## src/shared/pdcmc_pkg.sv

```systemverilog
/*
 * pdcmc_pkg: constants and carriers for the power-down and
 * conversion-mode control block.
 * assumes a 125 MHz core clock; all timing figures are converted here.
 */
package pdcmc_pkg;

  localparam int unsigned CLK_MHZ         = 125;
  // conversion times in ns, build-time settings
  localparam int unsigned CONV_FAST_NS    = 1600;
  localparam int unsigned CONV_NORMAL_NS  = 1800;
  // fast-mode longest idle time between conversions, in ns
  localparam int unsigned IDLE_MAX_NS     = 10000;

  // least times round up, longest round down
  localparam int unsigned CONV_FAST_CYC   =
    (CONV_FAST_NS * CLK_MHZ + 999) / 1000;
  localparam int unsigned CONV_NORMAL_CYC =
    (CONV_NORMAL_NS * CLK_MHZ + 999) / 1000;
  localparam int unsigned IDLE_MAX_CYC    = (IDLE_MAX_NS * CLK_MHZ) / 1000;

  localparam int unsigned CNT_W           = 16;
  localparam int unsigned CFG_W           = 16;
  localparam int unsigned CFG_TIMING_BIT  = 1;
  localparam logic [15:0] CFG_RESET       = 16'hFFFF;
  localparam int unsigned CFG_BITS        = 16;

  typedef enum logic [1:0] {
    PDCMC_SLEEP = 2'b00,
    PDCMC_IDLE  = 2'b01,
    PDCMC_CONV  = 2'b10
  } pdcmc_state_e;

  // regulator and reference enables
  typedef struct packed {
    logic analog_regulator_output;
    logic digital_regulator_output;
    logic reference_regulator_output;
    logic reference_enable;
  } pdcmc_power_s;

  // configuration word written over the serial port
  typedef struct packed {
    logic             valid;
    logic [CFG_W-1:0] word;
  } pdcmc_cfg_s;

endpackage

```

## src/design/pdcmc_sync.sv

```systemverilog
/*
 * pdcmc_sync: two-flop synchroniser for one asynchronous level.
 * assumes i_clk is the core clock; output lags input by two edges.
 */
module pdcmc_sync (
  input  wire logic i_clk,
  input  wire logic i_rst,
  input  wire logic i_async,
  output logic      o_sync
);
  import pdcmc_pkg::*;

  logic meta_ff;
  logic sync_ff;

  // reset high so sleep and reset hold while the chain fills
  always_ff @(posedge i_clk) begin
    if (i_rst) begin
      meta_ff <= 1'b1;
      sync_ff <= 1'b1;
    end else begin
      meta_ff <= i_async;
      sync_ff <= meta_ff;
    end
  end

  assign o_sync = sync_ff;
endmodule

```

## src/design/pdcmc_ctrl.sv

```systemverilog
/*
 * pdcmc_ctrl: power-state and conversion-timing control of the sampler.
 * assumes pins arrive unsynchronised; config words come from a serial
 * front end on i_clk as a one-cycle valid strobe.
 */
module pdcmc_ctrl (
  input  wire logic                    i_clk,
  input  wire logic                    i_rst,
  input  wire logic                    i_sleep_request_input,
  input  wire logic                    i_core_reset,
  input  wire logic                    i_sample_start_input,
  input  wire pdcmc_pkg::pdcmc_cfg_s   i_cfg,
  output logic                         o_conversion_active_output,
  output logic                         o_serial_enable,
  output logic                         o_data_out_oe_kill,
  output logic                         o_conversion_timing_select,
  output logic                         o_idle_overrun,
  output logic [15:0]                  o_cfg_active,
  output pdcmc_pkg::pdcmc_power_s      o_power
);
  import pdcmc_pkg::*;

  logic           sleep_s;
  logic           creset_s;
  logic           start_meta_ff;
  logic           start_s_ff;
  logic           start_d_ff;
  logic           sleep_d_ff;
  logic           creset_d_ff;
  pdcmc_state_e   state_ff;
  pdcmc_state_e   nxt_state;
  logic [CNT_W-1:0] cnt_ff;
  logic [CNT_W-1:0] nxt_cnt;
  logic [CNT_W-1:0] idle_ff;
  logic [CFG_W-1:0] cfg_ff;
  logic [CFG_W-1:0] pend_ff;
  logic           pend_vld_ff;
  logic           overrun_ff;
  logic           busy_ff;
  logic           kill_ff;

  pdcmc_sync u_sync_sleep (
    .i_clk   (i_clk),
    .i_rst   (i_rst),
    .i_async (i_sleep_request_input),
    .o_sync  (sleep_s)
  );

  pdcmc_sync u_sync_reset (
    .i_clk   (i_clk),
    .i_rst   (i_rst),
    .i_async (i_core_reset),
    .o_sync  (creset_s)
  );

  always_ff @(posedge i_clk) begin
    if (i_rst) begin
      start_meta_ff <= 1'b0;
      start_s_ff    <= 1'b0;
      start_d_ff    <= 1'b0;
      sleep_d_ff    <= 1'b1;
      creset_d_ff   <= 1'b1;
    end else begin
      start_meta_ff <= i_sample_start_input;
      start_s_ff    <= start_meta_ff;
      start_d_ff    <= start_s_ff;
      sleep_d_ff    <= sleep_s;
      creset_d_ff   <= creset_s;
    end
  end

  wire start_rise  = start_s_ff & ~start_d_ff;
  wire abort_rise  = (sleep_s & ~sleep_d_ff) | (creset_s & ~creset_d_ff);
  wire hold_off    = sleep_s | creset_s;
  wire timing_sel  = cfg_ff[CFG_TIMING_BIT];
  wire [CNT_W-1:0] conv_len = timing_sel ?
    CNT_W'(CONV_NORMAL_CYC) : CNT_W'(CONV_FAST_CYC);
  wire conv_done   = (state_ff == PDCMC_CONV) &&
                     (cnt_ff == conv_len - CNT_W'(1));
  wire eoc         = conv_done && !hold_off;

  always_comb begin
    nxt_state = state_ff;
    nxt_cnt   = cnt_ff;
    case (state_ff)
      PDCMC_SLEEP: begin
        if (!sleep_s) begin
          nxt_state = PDCMC_IDLE;
        end
      end
      PDCMC_IDLE: begin
        if (sleep_s) begin
          nxt_state = PDCMC_SLEEP;
        end else if (start_rise && !creset_s) begin
          nxt_state = PDCMC_CONV;
          nxt_cnt   = '0;
        end
      end
      PDCMC_CONV: begin
        if (sleep_s) begin
          nxt_state = PDCMC_SLEEP;
        end else if (creset_s || conv_done) begin
          nxt_state = PDCMC_IDLE;
        end else begin
          nxt_cnt = cnt_ff + CNT_W'(1);
        end
      end
      default: begin
        nxt_state = PDCMC_SLEEP;
      end
    endcase
  end

  always_ff @(posedge i_clk) begin
    if (i_rst) begin
      state_ff <= PDCMC_SLEEP;
      cnt_ff   <= '0;
    end else begin
      state_ff <= nxt_state;
      cnt_ff   <= nxt_cnt;
    end
  end

  // configuration pipeline: captured word applies at the next end
  always_ff @(posedge i_clk) begin
    if (i_rst || creset_s) begin
      cfg_ff      <= CFG_RESET;
      pend_ff     <= CFG_RESET;
      pend_vld_ff <= 1'b0;
    end else begin
      if (eoc && pend_vld_ff) begin
        cfg_ff <= pend_ff;
      end
      if (i_cfg.valid && !sleep_s) begin
        pend_ff     <= i_cfg.word;
        pend_vld_ff <= 1'b1;
      end else if (eoc) begin
        pend_vld_ff <= 1'b0;
      end
    end
  end

  // fast-mode idle watch: flags a gap longer than the limit
  always_ff @(posedge i_clk) begin
    if (i_rst || creset_s || sleep_s) begin
      idle_ff    <= '0;
      overrun_ff <= 1'b0;
    end else if (state_ff == PDCMC_CONV || timing_sel) begin
      idle_ff    <= '0;
      overrun_ff <= 1'b0;
    end else if (idle_ff != CNT_W'(IDLE_MAX_CYC)) begin
      idle_ff    <= idle_ff + CNT_W'(1);
    end else begin
      overrun_ff <= 1'b1;
    end
  end

  always_ff @(posedge i_clk) begin
    if (i_rst) begin
      busy_ff <= 1'b0;
      kill_ff <= 1'b1;
    end else begin
      busy_ff <= (nxt_state == PDCMC_CONV);
      kill_ff <= abort_rise | hold_off;
    end
  end

  assign o_conversion_active_output = busy_ff;
  assign o_serial_enable            = ~kill_ff;
  assign o_data_out_oe_kill         = kill_ff;
  assign o_conversion_timing_select = timing_sel;
  assign o_idle_overrun             = overrun_ff;
  assign o_cfg_active               = cfg_ff;

  always_comb begin
    o_power.analog_regulator_output    = state_ff != PDCMC_SLEEP;
    o_power.digital_regulator_output   = state_ff != PDCMC_SLEEP;
    o_power.reference_regulator_output = state_ff != PDCMC_SLEEP;
    o_power.reference_enable           = state_ff != PDCMC_SLEEP;
  end
endmodule

```

## config.mk

```make
export PLATFORM = sky130hd
export DESIGN_NAME = pdcmc_ctrl
export DESIGN_NICKNAME = d
export VERILOG_FILES = /design/src/shared/pdcmc_pkg.sv /design/src/design/pdcmc_sync.sv /design/src/design/pdcmc_ctrl.sv
export SDC_FILE = /design/constraint.sdc
export NUM_CORES = 1
export LEC_CHECK = 0
export BUFFER_PORTS_ARGS = -buffer_cell sky130_fd_sc_hd__buf_2
export CAP_MARGIN = 10
export CORE_ASPECT_RATIO = 0.9
export CORE_MARGIN = 4
export CORE_UTILIZATION = 45
export DETAILED_ROUTE_END_ITERATION = 7
export PLACE_DENSITY = 0.73
export SETUP_SLACK_MARGIN = 0.1
export SYNTH_ARGS = -nofsm -noshare
export SYNTH_HDL_FRONTEND = slang
export SYNTH_HIERARCHICAL = 1
export SYNTH_SLANG_ARGS = --single-unit
export TNS_END_PERCENT = 5
```

## constraint.sdc

```tcl
create_clock -name i_clk -period 2.9 [get_ports i_clk]
set_input_delay 0.58 -clock i_clk [delete_from_list [all_inputs] [get_ports i_clk]]
set_output_delay 0.58 -clock i_clk [all_outputs]
set_load 0.01 [all_outputs]
```

# Word-level counts from Yosys, hierarchy flattened
# Index checks and enable logic that the tools add are counted.
# word_totals
ff_bits,79
input_bits,22
output_inout_bits,25
elab_cells,72
# classes
addsub,3
n_eq_ne,9
muxes,14
bitwise,10
n_reduce_logical,18
# ops
op,count
$mux 16,4
$add 16x1->16 const B,2
$pmux 16 s2,1
$eq 16x16->1,1
$ne 16x11->1 const B,1
$mux 2,5
$sub 8x1->9 const B,1
$ne 2x2->1 const B,4
$mux 6,1
$pmux 2 s3,1
$reduce_bool 2->1,3
$logic_and 1x1->1,5
$reduce_and 5->1,1
$eq 2x2->1 const B,2
$logic_or 1x1->1,4
$not 1->1,4
$and 1x1->1,3
$logic_not 1->1,3
$or 1x1->1,3
$eq 2x1->1 const B,1
$logic_not 2->1,1
$mux 1,2
$reduce_or 2->1,1

# Longest topological paths before layout
# Gate-level depths: netlist of run 1.
# depth
depth_word,9
mapped_depth,6
depth_no_buf,6

# Modules after synthesis
# The synthesis of run 1 kept the hierarchy.
# by_module_without_submodules
module,n_inst,cells_each,area_each_um2,seq_area_each_um2
pdcmc_ctrl,1,381,3264.4,1461.4
pdcmc_sync,2,4,52.6,40.0

# Least setup slack after synthesis of run 1
# No wires, ideal clock.
# synth_path
path_type,input to register
from,input port i_rst
to,register idle_ff[4]
setup_time_ns,0.064
arrival_time_ns,1.587
required_time_ns,2.836
setup_slack_ns,1.249
cell_stages,5
n_path_buf,2
path_cell_list,or3_1 > or3_1 > buf_2 > buf_6 > nor2_1
# synth_between
elab_chain_len,3
# synth_lines
item,line,text
from (decl),pdcmc_ctrl.sv:8,"input wire logic i_rst,"
$logic_or 1x1->1 (2 in series),pdcmc_ctrl.sv:145,if (i_rst || creset_s || sleep_s) begin
$reduce_or 2->1 (no line),-,
to (signal assigned),pdcmc_ctrl.sv:152,idle_ff <= idle_ff + CNT_W'(1);
to (decl),pdcmc_ctrl.sv:34,logic [CNT_W-1:0] idle_ff;
# No other way between the ends.
# A chain may end at the register's enable or synchronous reset.

# Final worst setup path of run 1
# layout_path
from,register state_ff[1]
to,register cnt_ff[15]
# layout_between
elab_chain_len,5
word_cells_on_any_way,11
classes_between,eq/ne: 6; mux: 1; reduce/logical: 4
# layout_lines
item,line,text
from (decl),pdcmc_ctrl.sv:30,pdcmc_state_e state_ff;
from (signal assigned),pdcmc_ctrl.sv:119,state_ff <= nxt_state;
$eq 2x2->1,"pdcmc_ctrl.sv:78, pdcmc_ctrl.sv:85",
$logic_and 1x1->1,pdcmc_ctrl.sv:78,wire conv_done = (state_ff == PDCMC_CONV) &&
$logic_or 1x1->1,pdcmc_ctrl.sv:102,end else if (creset_s || conv_done) begin
$ne 2x2->1 (no line),-,
$reduce_and 5->1 (no line),-,
to (signal assigned),pdcmc_ctrl.sv:120,cnt_ff <= nxt_cnt;
to (decl),pdcmc_ctrl.sv:32,logic [CNT_W-1:0] cnt_ff;
# Several ways; a longest one is shown, not always the timed one.

==> results of run 1 <==
[worst paths after layout]
kind                                        start                              to  slack (ns)  cells past startpoint
hold / removal    u_sync_sleep/meta_ff$_SDFF_PP1_  u_sync_sleep/o_sync$_SDFF_PP1_        0.41                      1
setup / recovery           state_ff[1]$_SDFF_PP0_         cnt_ff[15]$_SDFFE_PP0P_        0.98                      5
hold reg to reg   u_sync_sleep/meta_ff$_SDFF_PP1_  u_sync_sleep/o_sync$_SDFF_PP1_        0.41                      1
setup reg to reg           state_ff[1]$_SDFF_PP0_         cnt_ff[15]$_SDFFE_PP0P_        0.98                      5
[kinds of logic (layout without fill, tap and decap cells)]
family	after synthesis	in the layout	share of synthesized area [%]
simple gates	173	173	28.0
mux	4	4	1.19
fa+ha+maj	3	3	1.11
flops	77	77	45.7
compound gates	85	85	15.8
buf+inv	36	76	5.24
xor+xnor	11	11	2.86
[sequential cells by signal, summed over array words and instances (netlist names), 2 cells and up]
name,count
cnt_ff,16
pend_ff,16
o_cfg_active,16
state_ff,2
idle_ff,16
[layer usage]
metal	vias to the layer above	share of wire, %	track usage (%)	routed length (um)
li1	1484	-	-	-
met1	1342	48	23.3	3590
met2	86	45	27.6	3330
met3	8	6.1	5.80	453
met4	0	1.0	4.44	76
met5	-	0	0	0
[stage by stage]
step	cells	utilization [%]	setup WS [ns]
finish	522	53.2	0.983
CTS	522	53.2	0.977
global route	522	53.2	0.801
floorplan	389	-	1.25
global placement	506	50.7	0.889
detailed placement	506	50.7	0.830
[cells in the final DEF (no fill, tap or decap), drive strengths merged, types with 2 or more instances in the layout]
cell / n
dfxtp: 77
buf: 53
nand2: 47
o21ai: 33
nand3: 22
nor4: 21
nor2: 20
a21oi: 19
a31oi: 17
or3: 15
clkbuf: 11
nand4: 10
xor2: 8
inv: 8
and4: 7
nor2b: 5
nand2b: 5
or2: 5
and2: 4
mux2i: 4
and3: 3
xnor2: 3
a211oi: 3
ha: 3
nor4b: 3
o2111ai: 3
nor3: 2
o31ai: 2
or4: 2
clkinv: 2
clkinvlp: 2
o211ai: 2
[power by group through the flow]
| stage | logic (mW) | clock network [mW] | registers (mW) |
|---|---|---|---|
| 4_1_cts | 0.0446 | 0.772 | 1.07 |
| 6_report | 0.0448 | 0.749 | 1.07 |
| 3_3_place_gp | 0.0438 | 0 | 1.09 |
| 3_5_place_dp | 0.0443 | 0 | 1.09 |
| 5_1_grt | 0.0501 | 0.819 | 1.07 |
| 2_1_floorplan | 0.0233 | 0 | 1.09 |
[layout make-up]
cell class	count	area [um^2]
Fill cell	661	3340
Multi-Input combinational cell	276	1650
Sequential cell	77	1540
Timing Repair Buffer	53	283
Clock buffer	11	151
Tap cell	93	116
Clock inverter	5	33.8
Inverter	7	26.3
[worst max-delay path, cell delays in order, from the launching register on]
cell and delay, ns:
dfxtp_1 0.38, nor2b_1 0.38, buf_4 0.22, o2111ai_2 0.25
or4_1 0.47, a21oi_1 0.15
==> results.yml, run 1 <==
outcome:
  status: "complete, no violations"
job:
  cap_violations: 0
cts:
  cts.root.buffer_cell: "clkbuf_8"
  postCtsSetupRepairBufs: 0
  cts_hold_buf: 0
  clock_latency_ns: 0.35
  cts_htree_levels: 3
  path_clk_slew_ns: 0.08
  clk_path_buf_depth: 2
  ctsResizeCount: 0
  cts_buffers: 9
  cts_tree: "yes"
  cts_sinks: 77
critical_path:
  crit_type: "reg -> reg"
  crit_required_ns: 3.17
  cp-start-kind: "register"
  worstSetupEndpointType: "register"
  worstPathMaxFanout: 8
  arrival_ns: 2.19
synthesis:
  yosys_register_bits: 77
  synth.top_cell.area_share_pct: 45.7
  yosysMostFrequentCell: "dfxtp_1"
  synth.cell_area_um2: 3370
  yosysWarnings: 6
  async_flop_share_pct: 0
  ys_types: 48
  yosysSeqAreaShare_pct: 45.7
  yosysTopAreaCell: "dfxtp_1"
  netlist_top_cells_count: "dfxtp_1, nand2_1, nand3_1"
  syn_inst: 389
  dominantRegCellSynth: "dfxtp_1"
  synth_area_leaders: "dfxtp_1, nand2_1, nor4_1, nand3_1, a31oi_1"
  avgSynthCellArea_um2: 8.66
  synth_edf_count: 0
  syn-num-nets: 414
die:
  rows: 29
  die_area_um2: 8940
  die_x_um: 99.2
  die_y_um: 90.1
  start_util_pct: 47.1
  core_um2: 7150
  ios: 47
global_route:
  grt_pass1_vias: 2817
  grt_start_max_net_pins: 23
  grt_pass1_wl_um: 13100
  gr-total-overflow: 0
  track_usage_pct: 17.6
  antenna_found_initial: 0
pwr:
  p_total_mw: 1.86
  swShare_pct: 22.6
  seqPwrFrac_pct: 57.3
  combPwrFrac_pct: 2.4
  p_leak_nw: 1.40
  max-vdd-ir-drop_v: 0.000362
  clock_power_share_pct: 40.3
  internal_power_mw: 1.44
  p_sw_uw: 420
  powerDensity_nw_per_um2: 488
drt:
  wire_per_inst_um: 14.3
  ant_nets: 0
  drt_pass1_iterations: 4
  drt_wl_total_um: 7450
  drt_first_iter_violations: 165
  drc_errors: 0
  viasPerCell: 5.59
  num_vias: 2920
place:
  hpwlAfterDp_um: 5010
  io_buffers: 46
  gp_congestion: 0.863
  place_area_um2: 3620
sta:
  hold_viol_final: 0
  fin_setup_tns_ns: 0
  fmax_mhz: 522
  finalClockSkew_ns: 0.00900
  rsz0062_at_grt: "false"
  whs_ns: 0.406
  worstMarginPinSlew_ns: 1.07
  slew_headroom_pct: 28.7
  fin_crit_sh_pct: 66.1
  slew_viol_final: 0
  setup_viol: 0
  min_period_ns: 1.92
finish:
  nets: 449
  n_antenna_cell: 0
  finish.instance_area_um2: 3810
  area_growth_syn_to_layout_pct: 13.0
  drive_gt1_share_pct: 18.4
min_path:
  min_path_type: "reg -> reg"
Note: power is estimated with default switching activity, not from simulation.
==> run 2: changes to the inputs <==
- clock period: 2.9 -> 1.8 ns (I/O delays scaled with it)
==> run 2 against run 1 <==
Compared with the run above:
- count of clock-buffer cells in the layout decreased by 2
- clock skew barely moved
- die area stayed put
- fmax grew 16%
- combinational power up 74%
- sequential share of layout area fell by 1.4 points
- register-to-register slack worse by 0.84 ns
- first-iteration DRC count decreased by 11%
- via count increased by 2.7%
- global-route usage is essentially flat
- non-clock buffer count is 11 higher
- utilization grew 2.1 points
==> results.yml, run 2 (synthesis gave the netlist of run 1 again) <==
place:
  place_area_um2: 3720
  hpwlAfterDp_um: 5370
  io_buffers: 46
  gp_congestion: 0.800
job:
  cap_violations: 0
die:
  ios: 47
  die_x_um: 99.2
  start_util_pct: 47.1
  core_um2: 7150
  rows: 29
  die_y_um: 90.1
  die_area_um2: 8940
sta:
  finalClockSkew_ns: 0.00872
  min_period_ns: 1.66
  fmax_mhz: 604
  fin_crit_sh_pct: 92.0
  hold_viol_final: 0
  setup_viol: 0
  slew_viol_final: 0
  slew_headroom_pct: 35.4
  rsz0062_at_grt: "true"
  worstMarginPinSlew_ns: 0.967
cts:
  cts_htree_levels: 3
  cts_tree: "yes"
  path_clk_slew_ns: 0.08
  cts.root.buffer_cell: "clkbuf_8"
  postCtsSetupRepairBufs: 0
  clock_latency_ns: 0.35
  cts_buffers: 9
  cts_sinks: 77
  clk_path_buf_depth: 2
global_route:
  antenna_found_initial: 0
  grt_pass1_vias: 2832
  grt_pass1_wl_um: 13200
  track_usage_pct: 17.6
  grt_start_max_net_pins: 34
  gr-total-overflow: 0
  use_met2_pct: 27.9
  grt.busiest_layer: "met2"
  grt_use_met3_pct: 4.95
  grt_util_met1_pct: 23.3
critical_path:
  arrival_ns: 1.93
  worstPathMaxFanout: 9
  cp_top_family: "simple AND/OR/NAND/NOR gates"
  crit_type: "reg -> reg"
  cp_slowest_cell: "dfxtp_1"
  worst-path-buf-inv: 0
  critPathMaxStageDelay_ns: 0.52
  worstSetupEndpointType: "register"
  crit_chain: "nand2_1 > or3_1 > or3_1 > a21oi_1"
  crit_required_ns: 2.07
  cpMostUsedCell: "or3_1"
  cp-start-kind: "register"
pwr:
  p_leak_nw: 1.47
  powerDensity_nw_per_um2: 773
  max-vdd-ir-drop_v: 0.000438
drt:
  drc_errors: 0
  drt_wl_total_um: 7750
  viasPerCell: 5.64
  wire_per_inst_um: 14.6
  ant_nets: 0
  drt_first_iter_violations: 147
  drt_pass1_iterations: 5
  num_vias: 2999
finish:
  drive_gt1_share_pct: 22.8
  layout_common_cells: "dfxtp_1, nand2_1, buf_2"
  utilization_pct: 55.3
  area_growth_syn_to_layout_pct: 17.3
  nets: 460
  finish.instance_area_um2: 3950
  mostFrequentLayoutCell: "dfxtp_1"
  n_antenna_cell: 0
outcome:
  status: "complete, no violations"
min_path:
  min_path_type: "in -> reg"
run 2: changes by cell type in the layout (fill, tap and decap cells not counted), moves of 2 or more:
cell	previous run	this run
nor4_2	2	0
dfxtp_1	77	72
clkbuf_8	11	9
dfxtp_2	0	5
nor4_4	0	2
buf_4	7	17
run 2: timing repair:
| action | CTS | global route |
|---|---|---|
| hold buffers | 0 | 0 |
| cloned | 0 | 0 |
| endpoints found under the setup margin | 6 | 35 |
| gates resized for setup | 1 | 14 |
run 2: layout make-up:
type | count | area [um^2]
fill | 677 | 3190
clock buffer | 9 | 124
multi-input combinational | 276 | 1700
inverter | 7 | 26.3
clock inverter | 6 | 63.8
timing repair buffer | 64 | 378
tap | 93 | 116
sequential | 77 | 1550
run 2: final timing paths:
kind / start / end / slack, ns / cells past startpoint
max: idle_ff[4]$_SDFFE_PP0P_ / idle_ff[14]$_SDFFE_PP0P_ / 0.14 / 4
max reg2reg: idle_ff[4]$_SDFFE_PP0P_ / idle_ff[14]$_SDFFE_PP0P_ / 0.14 / 4
min reg2reg: u_sync_sleep/meta_ff$_SDFF_PP1_ / u_sync_sleep/o_sync$_SDFF_PP1_ / 0.41 / 1
min: i_core_reset / u_sync_reset/meta_ff$_SDFF_PP1_ / 0.20 / 2
run 2: layer usage:
layer / up-vias / share of wire (%)
li1: 1498 / -
met1: 1406 / 46
met2: 84 / 47
met3: 11 / 5.7
met4: 0 / 1.1
met5: - / 0
run 2: metrics by stage:
stage                     hold WS [ns]  instances  TNS [ns]  setup WS [ns]  power [mW]
after floorplan                  0.383        389         0          0.218        1.79
after global routing             0.195        532         0         0.0374        3.17
final                            0.196        532         0          0.144        3.06
after global placement           0.395        517         0         0.0795        1.83
after detailed placement         0.389        517   -0.0133        -0.0104        1.83
after CTS                        0.191        532         0         0.0590        3.09
run 2: report_power, final:
group	switching, mW	total [mW]	internal, mW	leakage (nW)
registers	0.00640	1.72	1.71	0.626
logic	0.0406	0.0781	0.0374	0.757
clock network	0.629	1.26	0.632	0.0915
